==> config.mk <==
export PLATFORM = sky130hd
export DESIGN_NAME = ltsr_top
export DESIGN_NICKNAME = d
export VERILOG_FILES = /design/src/hw/ltsr_lane_fields.v /design/src/hw/ltsr_top.v
export VERILOG_INCLUDE_DIRS = /design/src /design/src/hw
export SDC_FILE = /design/constraint.sdc
export NUM_CORES = 1
export LEC_CHECK = 0
export ABC_AREA = 1
export ABC_CLOCK_PERIOD_IN_PS = 3600
export BUFFER_PORTS_ARGS = -buffer_cell sky130_fd_sc_hd__buf_2
export CORE_MARGIN = 4
export CORE_UTILIZATION = 58
export DETAILED_ROUTE_END_ITERATION = 7
export PLACE_DENSITY = 0.87
export SLEW_MARGIN = 15
export SYNTH_ARGS = -nofsm -noshare
export SYNTH_HDL_FRONTEND = slang
export SYNTH_SLANG_ARGS = --single-unit
==> constraint.sdc <==
create_clock -name pclk -period 3.6 [get_ports pclk]
set_clock_uncertainty 0.2 [all_clocks]
set_input_delay 0.36 -clock pclk [delete_from_list [all_inputs] [get_ports pclk]]
set_output_delay 0.36 -clock pclk [all_outputs]
set_load 0.01 [all_outputs]
==> src/hw/ltsr_defines.vh <==
`ifndef LTSR_DEFINES_VH
`define LTSR_DEFINES_VH

// training state code presented by each lane's training state machine
`define LTSR_ST_W 2
`define LTSR_ST_IDLE 2'h0
`define LTSR_ST_TRAIN 2'h1
`define LTSR_ST_DATA 2'h2
`define LTSR_ST_FAIL 2'h3

// received control and status block layout
`define LTSR_BLK_W 16
`define LTSR_CTL_PRESET 13
`define LTSR_CTL_INIT 12
`define LTSR_FLD_P1 5:4
`define LTSR_FLD_K0 3:2
`define LTSR_FLD_M1 1:0

// apb map, byte addresses
`define LTSR_ADDR_W 8
`define LTSR_OFF_CTRL 8'h00
`define LTSR_OFF_STATUS 8'h04
`define LTSR_OFF_FIELDS 8'h10
`define LTSR_OFF_COUNT 8'h20
`define LTSR_BANK_MASK 8'hf0
`define LTSR_LANE_SEL 3:2
`define LTSR_CTRL_RESET 4'hf

// frame lock hysteresis, in training frames
`define LTSR_LOCK_GOOD 3'h4
`define LTSR_LOCK_BAD 3'h3
`define LTSR_CNT_W 16

`endif

==> src/hw/ltsr_lane_fields.v <==
`include "ltsr_defines.vh"

module ltsr_lane_fields (
  // clock and reset
  input wire pclk,
  input wire presetn,
  // received frame
  input wire capture,
  input wire [`LTSR_BLK_W-1:0] ctl_word,
  input wire [`LTSR_BLK_W-1:0] stat_word,
  // held partner fields
  output reg preset_req,
  output reg init_req,
  output reg [1:0] post_req,
  output reg [1:0] main_req,
  output reg [1:0] pre_req,
  output reg [1:0] post_stat,
  output reg [1:0] main_stat,
  output reg [1:0] pre_stat
);

  // fields only move on a checked frame and hold in between, so software
  // never sees a half-decoded or corrupted block
  always @(posedge pclk or negedge presetn) begin
    if (!presetn) begin
      preset_req <= 1'b0;
      init_req <= 1'b0;
      post_req <= 2'h0;
      main_req <= 2'h0;
      pre_req <= 2'h0;
      post_stat <= 2'h0;
      main_stat <= 2'h0;
      pre_stat <= 2'h0;
    end else if (capture) begin
      preset_req <= ctl_word[`LTSR_CTL_PRESET];
      init_req <= ctl_word[`LTSR_CTL_INIT];
      post_req <= ctl_word[`LTSR_FLD_P1];
      main_req <= ctl_word[`LTSR_FLD_K0];
      pre_req <= ctl_word[`LTSR_FLD_M1];
      post_stat <= stat_word[`LTSR_FLD_P1];
      main_stat <= stat_word[`LTSR_FLD_K0];
      pre_stat <= stat_word[`LTSR_FLD_M1];
    end
  end

endmodule

==> src/hw/ltsr_top.v <==
// What this block does
// - per lane, training-done high while the training machine sends data.
// - per lane, training-active high while the lane is training.
// - per lane, timeout high when the training machine reports a timeout.
// - per lane, frame-start high exactly one cycle per received frame.
// - after training starts, frame-locked high once frames synchronise.
// - per lane, show the partner's preset request bit.
// - per lane, show the partner's initialize request bit.
// - per lane, show the partner's 2-bit post-cursor update request.
// - per lane, show the partner's 2-bit main-cursor update request.
// - per lane, show the partner's 2-bit pre-cursor update request.
// - per lane, show the partner's 2-bit post-cursor update status.
// - per lane, show the partner's 2-bit main-cursor update status.
// - per lane, show the partner's 2-bit pre-cursor update status.
// - single output follows the recovery hold from auto-negotiation.
`include "ltsr_defines.vh"

module ltsr_top #(
  parameter LANES = 4,
  parameter LOCK_W = 3,
  parameter [LOCK_W-1:0] LOCK_GOOD = `LTSR_LOCK_GOOD,
  parameter [LOCK_W-1:0] LOCK_BAD = `LTSR_LOCK_BAD
) (
  // clock and reset
  input wire pclk,
  input wire presetn,
  // apb slave
  input wire psel,
  input wire penable,
  input wire pwrite,
  input wire [`LTSR_ADDR_W-1:0] paddr,
  input wire [31:0] pwdata,
  output wire pready,
  output reg [31:0] prdata,
  output reg pslverr,
  // per-lane training state machines
  input wire [LANES*`LTSR_ST_W-1:0] lt_state,
  // per-lane training frame receivers
  input wire [LANES-1:0] rx_frame_marker,
  input wire [LANES-1:0] rx_frame_end,
  input wire [LANES-1:0] rx_frame_good,
  input wire [LANES*`LTSR_BLK_W-1:0] rx_ctl_word,
  input wire [LANES*`LTSR_BLK_W-1:0] rx_stat_word,
  // auto-negotiation
  input wire an_recovery_hold,
  // training status
  output reg [LANES-1:0] lane_training_done,
  output reg [LANES-1:0] lane_training_active,
  output reg [LANES-1:0] lane_training_timeout,
  output reg [LANES-1:0] rx_training_frame_start,
  output wire [LANES-1:0] rx_training_frame_locked,
  // partner request fields
  output wire [LANES-1:0] partner_preset_request,
  output wire [LANES-1:0] partner_init_request,
  output wire [LANES*2-1:0] partner_post_cursor_request,
  output wire [LANES*2-1:0] partner_main_cursor_request,
  output wire [LANES*2-1:0] partner_pre_cursor_request,
  // partner status fields
  output wire [LANES*2-1:0] partner_post_cursor_status,
  output wire [LANES*2-1:0] partner_main_cursor_status,
  output wire [LANES*2-1:0] partner_pre_cursor_status,
  // recovery hold
  output reg rx_recovery_hold
);

  localparam LK_HUNT = 3'b001;
  localparam LK_CHECK = 3'b010;
  localparam LK_LOCKED = 3'b100;

  function [1:0] pick2;
    input [LANES*2-1:0] vec;
    input [1:0] lane;
    begin
      pick2 = vec[lane*2 +: 2];
    end
  endfunction

  function bank_hit;
    input [`LTSR_ADDR_W-1:0] addr;
    input [`LTSR_ADDR_W-1:0] base;
    begin
      bank_hit = ((addr & `LTSR_BANK_MASK) == base);
    end
  endfunction

  // apb decode
  wire setup = psel & ~penable;
  wire wr_access = psel & penable & pwrite;
  wire [1:0] sel_lane = paddr[`LTSR_LANE_SEL];
  wire hit_ctrl = (paddr == `LTSR_OFF_CTRL);
  wire hit_status = (paddr == `LTSR_OFF_STATUS);
  wire hit_fields = bank_hit(paddr, `LTSR_OFF_FIELDS) && (paddr[1:0] == 2'h0);
  wire hit_count = bank_hit(paddr, `LTSR_OFF_COUNT) && (paddr[1:0] == 2'h0);
  wire hit_any = hit_ctrl | hit_status | hit_fields | hit_count;

  // lane enable; a disabled lane never locks and never captures fields
  reg [LANES-1:0] lane_en;
  reg [`LTSR_CNT_W-1:0] frame_count [0:LANES-1];
  reg [LANES-1:0] marker_q;
  reg [31:0] next_prdata;

  wire [LANES-1:0] lane_locked;
  wire [LANES-1:0] capture;

  // zero wait states: data is prepared in the setup cycle
  assign pready = psel & penable;

  always @(posedge pclk or negedge presetn) begin
    if (!presetn) begin
      lane_en <= `LTSR_CTRL_RESET;
    end else if (wr_access && hit_ctrl) begin
      lane_en <= pwdata[LANES-1:0];
    end
  end

  always @* begin
    next_prdata = 32'h0000_0000;
    if (hit_ctrl) begin
      next_prdata[LANES-1:0] = lane_en;
    end else if (hit_status) begin
      next_prdata = {15'h0000, rx_recovery_hold,
                     rx_training_frame_locked, lane_training_timeout,
                     lane_training_active, lane_training_done};
    end else if (hit_fields) begin
      next_prdata = {18'h00000,
                     pick2(partner_post_cursor_status, sel_lane),
                     pick2(partner_main_cursor_status, sel_lane),
                     pick2(partner_pre_cursor_status, sel_lane),
                     pick2(partner_post_cursor_request, sel_lane),
                     pick2(partner_main_cursor_request, sel_lane),
                     pick2(partner_pre_cursor_request, sel_lane),
                     partner_init_request[sel_lane],
                     partner_preset_request[sel_lane]};
    end else if (hit_count) begin
      next_prdata[`LTSR_CNT_W-1:0] = frame_count[sel_lane];
    end
  end

  always @(posedge pclk or negedge presetn) begin
    if (!presetn) begin
      prdata <= 32'h0000_0000;
      pslverr <= 1'b0;
    end else if (setup) begin
      prdata <= pwrite ? 32'h0000_0000 : next_prdata;
      // unmapped addresses and writes to read-only words are refused
      pslverr <= ~hit_any | (pwrite & hit_status) | (pwrite & hit_fields);
    end
  end

  // status straight from the training state codes
  integer k;
  always @(posedge pclk or negedge presetn) begin
    if (!presetn) begin
      lane_training_done <= {LANES{1'b0}};
      lane_training_active <= {LANES{1'b0}};
      lane_training_timeout <= {LANES{1'b0}};
      rx_training_frame_start <= {LANES{1'b0}};
      marker_q <= {LANES{1'b0}};
      rx_recovery_hold <= 1'b0;
    end else begin
      for (k = 0; k < LANES; k = k + 1) begin
        lane_training_done[k] <= (lt_state[k*`LTSR_ST_W +: `LTSR_ST_W] == `LTSR_ST_DATA);
        lane_training_active[k] <= (lt_state[k*`LTSR_ST_W +: `LTSR_ST_W] == `LTSR_ST_TRAIN);
        lane_training_timeout[k] <= (lt_state[k*`LTSR_ST_W +: `LTSR_ST_W] == `LTSR_ST_FAIL);
      end
      // edge of the marker, so a held marker still yields a single pulse
      marker_q <= rx_frame_marker;
      rx_training_frame_start <= rx_frame_marker & ~marker_q;
      rx_recovery_hold <= an_recovery_hold;
    end
  end

  genvar g;
  generate
    for (g = 0; g < LANES; g = g + 1) begin : lane
      wire [`LTSR_ST_W-1:0] st = lt_state[g*`LTSR_ST_W +: `LTSR_ST_W];
      wire started = (st != `LTSR_ST_IDLE);
      wire good = rx_frame_end[g] & rx_frame_good[g];
      wire bad = rx_frame_end[g] & ~rx_frame_good[g];
      wire cnt_clr = wr_access && hit_count && (sel_lane == g);
      reg [2:0] lk_state;
      reg [2:0] next_lk_state;
      reg [LOCK_W-1:0] run;
      reg [LOCK_W-1:0] next_run;

      always @* begin
        next_lk_state = lk_state;
        next_run = run;
        case (lk_state)
          LK_HUNT: begin
            next_run = {LOCK_W{1'b0}};
            if (good) begin
              next_lk_state = LK_CHECK;
              next_run = {{(LOCK_W-1){1'b0}}, 1'b1};
            end
          end
          LK_CHECK: begin
            if (bad) begin
              next_lk_state = LK_HUNT;
              next_run = {LOCK_W{1'b0}};
            end else if (good) begin
              next_run = run + {{(LOCK_W-1){1'b0}}, 1'b1};
              if (next_run == LOCK_GOOD) begin
                next_lk_state = LK_LOCKED;
                next_run = {LOCK_W{1'b0}};
              end
            end
          end
          LK_LOCKED: begin
            if (good) begin
              next_run = {LOCK_W{1'b0}};
            end else if (bad) begin
              next_run = run + {{(LOCK_W-1){1'b0}}, 1'b1};
              if (next_run == LOCK_BAD) begin
                next_lk_state = LK_HUNT;
                next_run = {LOCK_W{1'b0}};
              end
            end
          end
          default: begin
            next_lk_state = LK_HUNT;
            next_run = {LOCK_W{1'b0}};
          end
        endcase
        // lock is only meaningful once training has begun
        if (!started || !lane_en[g]) begin
          next_lk_state = LK_HUNT;
          next_run = {LOCK_W{1'b0}};
        end
      end

      always @(posedge pclk or negedge presetn) begin
        if (!presetn) begin
          lk_state <= LK_HUNT;
          run <= {LOCK_W{1'b0}};
        end else begin
          lk_state <= next_lk_state;
          run <= next_run;
        end
      end

      assign lane_locked[g] = (lk_state == LK_LOCKED);
      assign rx_training_frame_locked[g] = lane_locked[g];
      // a good frame while locked is the only source of new fields
      assign capture[g] = good & lane_locked[g] & lane_en[g];

      // saturating count of captured frames (good, locked, lane enabled); a frame landing on the clear counts
      always @(posedge pclk or negedge presetn) begin
        if (!presetn) begin
          frame_count[g] <= {`LTSR_CNT_W{1'b0}};
        end else if (cnt_clr) begin
          frame_count[g] <= {{(`LTSR_CNT_W-1){1'b0}}, capture[g]};
        end else if (capture[g] && (frame_count[g] != {`LTSR_CNT_W{1'b1}})) begin
          frame_count[g] <= frame_count[g] + {{(`LTSR_CNT_W-1){1'b0}}, 1'b1};
        end
      end

      ltsr_lane_fields u_fields (
        .pclk(pclk),
        .presetn(presetn),
        .capture(capture[g]),
        .ctl_word(rx_ctl_word[g*`LTSR_BLK_W +: `LTSR_BLK_W]),
        .stat_word(rx_stat_word[g*`LTSR_BLK_W +: `LTSR_BLK_W]),
        .preset_req(partner_preset_request[g]),
        .init_req(partner_init_request[g]),
        .post_req(partner_post_cursor_request[g*2 +: 2]),
        .main_req(partner_main_cursor_request[g*2 +: 2]),
        .pre_req(partner_pre_cursor_request[g*2 +: 2]),
        .post_stat(partner_post_cursor_status[g*2 +: 2]),
        .main_stat(partner_main_cursor_status[g*2 +: 2]),
        .pre_stat(partner_pre_cursor_status[g*2 +: 2])
      );
    end
  endgenerate

endmodule

==> out/metrics.cfg <==
[hold_path]
hp-class = input port to flop
holdPathStages = 4
min_from = penable
hold_path_end = pslverr$_DFFE_PN0P_

[global_route]
antenna_found_initial = 2
grt_max_degree = 89
grt_pass1_vias = 11170
grt.overflow.total = 0
grt_pass1_wl_um = 55840
grt.total_usage = 0.3209

[final_layout]
layout_common_cells = nand2_1 (539), nor2_1 (208), buf_2 (188)
syn_to_final_growth_pct = 21.37
final_area_um2 = 13550
drive_above_1_share = 0.1713
mostFrequentLayoutCell = nand2_1
nNetsFinal = 2013
final_cells = 2077
fin_util = 0.7193

[detailed_routing]
num_vias = 11840
wire_per_inst_um = 16.70
drc_errors = 0
postRouteWirelength_um = 34690
vias_per_cell = 5.701
drt-initial-drc-count = 1258
final_antenna_net_count = 0
firstDrtPassIters = 6

[synthesis]
syn_area_um2 = 11160
yosysWarningCount = 0
syn_area_per_cell_um2 = 7.173
ys_ff_latch = 187
synth_cell_types = 41
syn_inst = 1556
ys_seq_area_frac = 0.4202

[power]
p_per_area_nw_per_um2 = 452.4
ir_worst_vdd_v = 0.0003555
total_power_mw = 6.128
leakage_nw = 7.249

[sta]
period_minus_slack_ps = 2450
tightest_slew_ps = 886.3
worst_slack_ps = 1150
max_clock_freq_ghz = 0.4081
setup_viol = 0
final-max-slew-violation-count = 0
slew_headroom = 0.4077
hold_viol_final = 0
period_share = 0.6807
tns_ps = 0
timing.hold.ws_ps = 31.05
rsz0062_at_grt = false

[placement]
io_buffer_count = 189
placed_cells = 1966
pre_cts_slack_ps = 845.4
gp_congestion = 0.9522
dpl_cell_area_um2 = 12160
post-dp-hpwl_um = 23520

[setup_path]
required_ps = 3790
r2r_end = frame_count[50]$_DFFE_PN0P_
critPathKind = input port to flop
cp-end-kind = flop
cp_max_fo = 32
rr_worst_depth = 9
crit_path_start_kind = input port
crit_arrival_ps = 2640
critical_path.startpoint = paddr[2]
reg2reg_slack_ps = 1270
reg2reg_from = lane[0].lk_state[1]$_DFFE_PN0P_

[floorplanning]
core-area_um2 = 18830
die_x_um = 146.7
initial_utilization = 0.5927
dieHeight_um = 146.7
io_pins = 305
rows = 50
die_area_um2 = 21530

[cts]
cts_htree_levels = 4
holdBufCountCts = 78
cts_tree = done
cts_num_sinks = 187
cts_setup_buffers = 0
post_cts_resize_count = 0
numCtsBuffers = 17
clockBufferDepth = 2
cts-root-buf = clkbuf_16
clk-insertion-delay-late_ps = 460
clkTransAtPathRegs_ps = 70

[job]
cap_violations = 0

[outcome]
outcome = complete, no violations

## worst max-delay path, cell delays in order
cell	delay [ps]
buf_2	480
inv_2	230
nor2_2	440
nand2_1	590
nand3_1	370
nand2_1	80
nand2_1	70
## synthesized netlist by cell type, drive strengths merged
cell,number,area (um^2)
dfrtp,179,4479
nand3,123,688.2
ha,16,200.2
buf,47,345.3
and2,2,12.52
conb,1,3.750
nor2,229,975.9
o21bai,8,60.06
inv,136,510.5
xnor2,5,43.79
or2,9,58.81
xor2,17,148.9
a21oi,34,170.2
o211ai,4,30.03
a22oi,1,7.510
nand3b,7,52.55
nor3,15,85.08
o21ai,70,365.3
dfstp,8,210.2
nand2,544,2054
o31ai,1,7.510
clkinv,5,18.77
mux2,14,157.6
nand4,68,425.4
clkbuf,13,48.80
## worst max-delay path by stage
| stage | endpoint | slack (ps) | depth (start not counted) |
|---|---|---|---|
| after global routing | prdata[11]$_DFFE_PN0P_ | 980 | 8 |
| after CTS | prdata[10]$_DFFE_PN0P_ | 1290 | 8 |
| after global placement | prdata[8]$_DFFE_PN0P_ | 890 | 7 |
| final | prdata[8]$_DFFE_PN0P_ | 1150 | 7 |
| after floorplan | frame_count[47]$_DFFE_PN0P_ | 1820 | 9 |
| after detailed placement | prdata[4]$_DFFE_PN0P_ | 850 | 8 |
## area by class of cell
cell class | count | area [um^2]
timing repair buffer | 274 | 1798
multi-input combinational | 1182 | 5600
sequential | 187 | 4690
clock buffer | 19 | 442.9
antenna | 1 | 2.502
inverter | 141 | 529.3
clock inverter | 13 | 157.7
tap | 260 | 325.3
fill | 1380 | 5285
## state kept, by name, indices dropped and copies added, names as in the netlist, 4 cells and up
signal,cells
lane_en,4
lane.u_fields.main_stat,8
lane.u_fields.pre_stat,8
lane.u_fields.main_req,8
lane_training_done,4
lane.u_fields.pre_req,8
lane.u_fields.post_req,8
lane.u_fields.preset_req,4
rx_training_frame_start,4
prdata,17
lane.run,12
lane.u_fields.init_req,4
frame_count,64
lane_training_active,4
lane_training_timeout,4
lane.u_fields.post_stat,8
marker_q,4
lane.lk_state,12
## per-layer routing
| layer | vias to the layer above | GRT usage | share of wire |
|---|---|---|---|
| met5 | - | 0 | 0.00020 |
| met3 | 156 | 0.08112 | 0.10 |
| li1 | 5436 | - | - |
| met1 | 5482 | 0.4075 | 0.37 |
| met4 | 2 | 0.1646 | 0.058 |
| met2 | 766 | 0.5105 | 0.47 |
## logic make-up after synthesis
logic type	Yosys count	share of synthesized area
mux	14	0.01413
xor+xnor	22	0.01726
fa+ha+maj	16	0.01794
flops	187	0.4202
other cells	1	0.0003360
compound gates	118	0.05740
buf+inv	201	0.08274
simple gates	997	0.3900
## power breakdown
group	internal (mW)	switching, mW	total (mW)
sequential	2.40	0.285	2.69
clock	1.01	0.941	1.95
combinational	0.545	0.945	1.49
(Power assumes the default switching activity.)
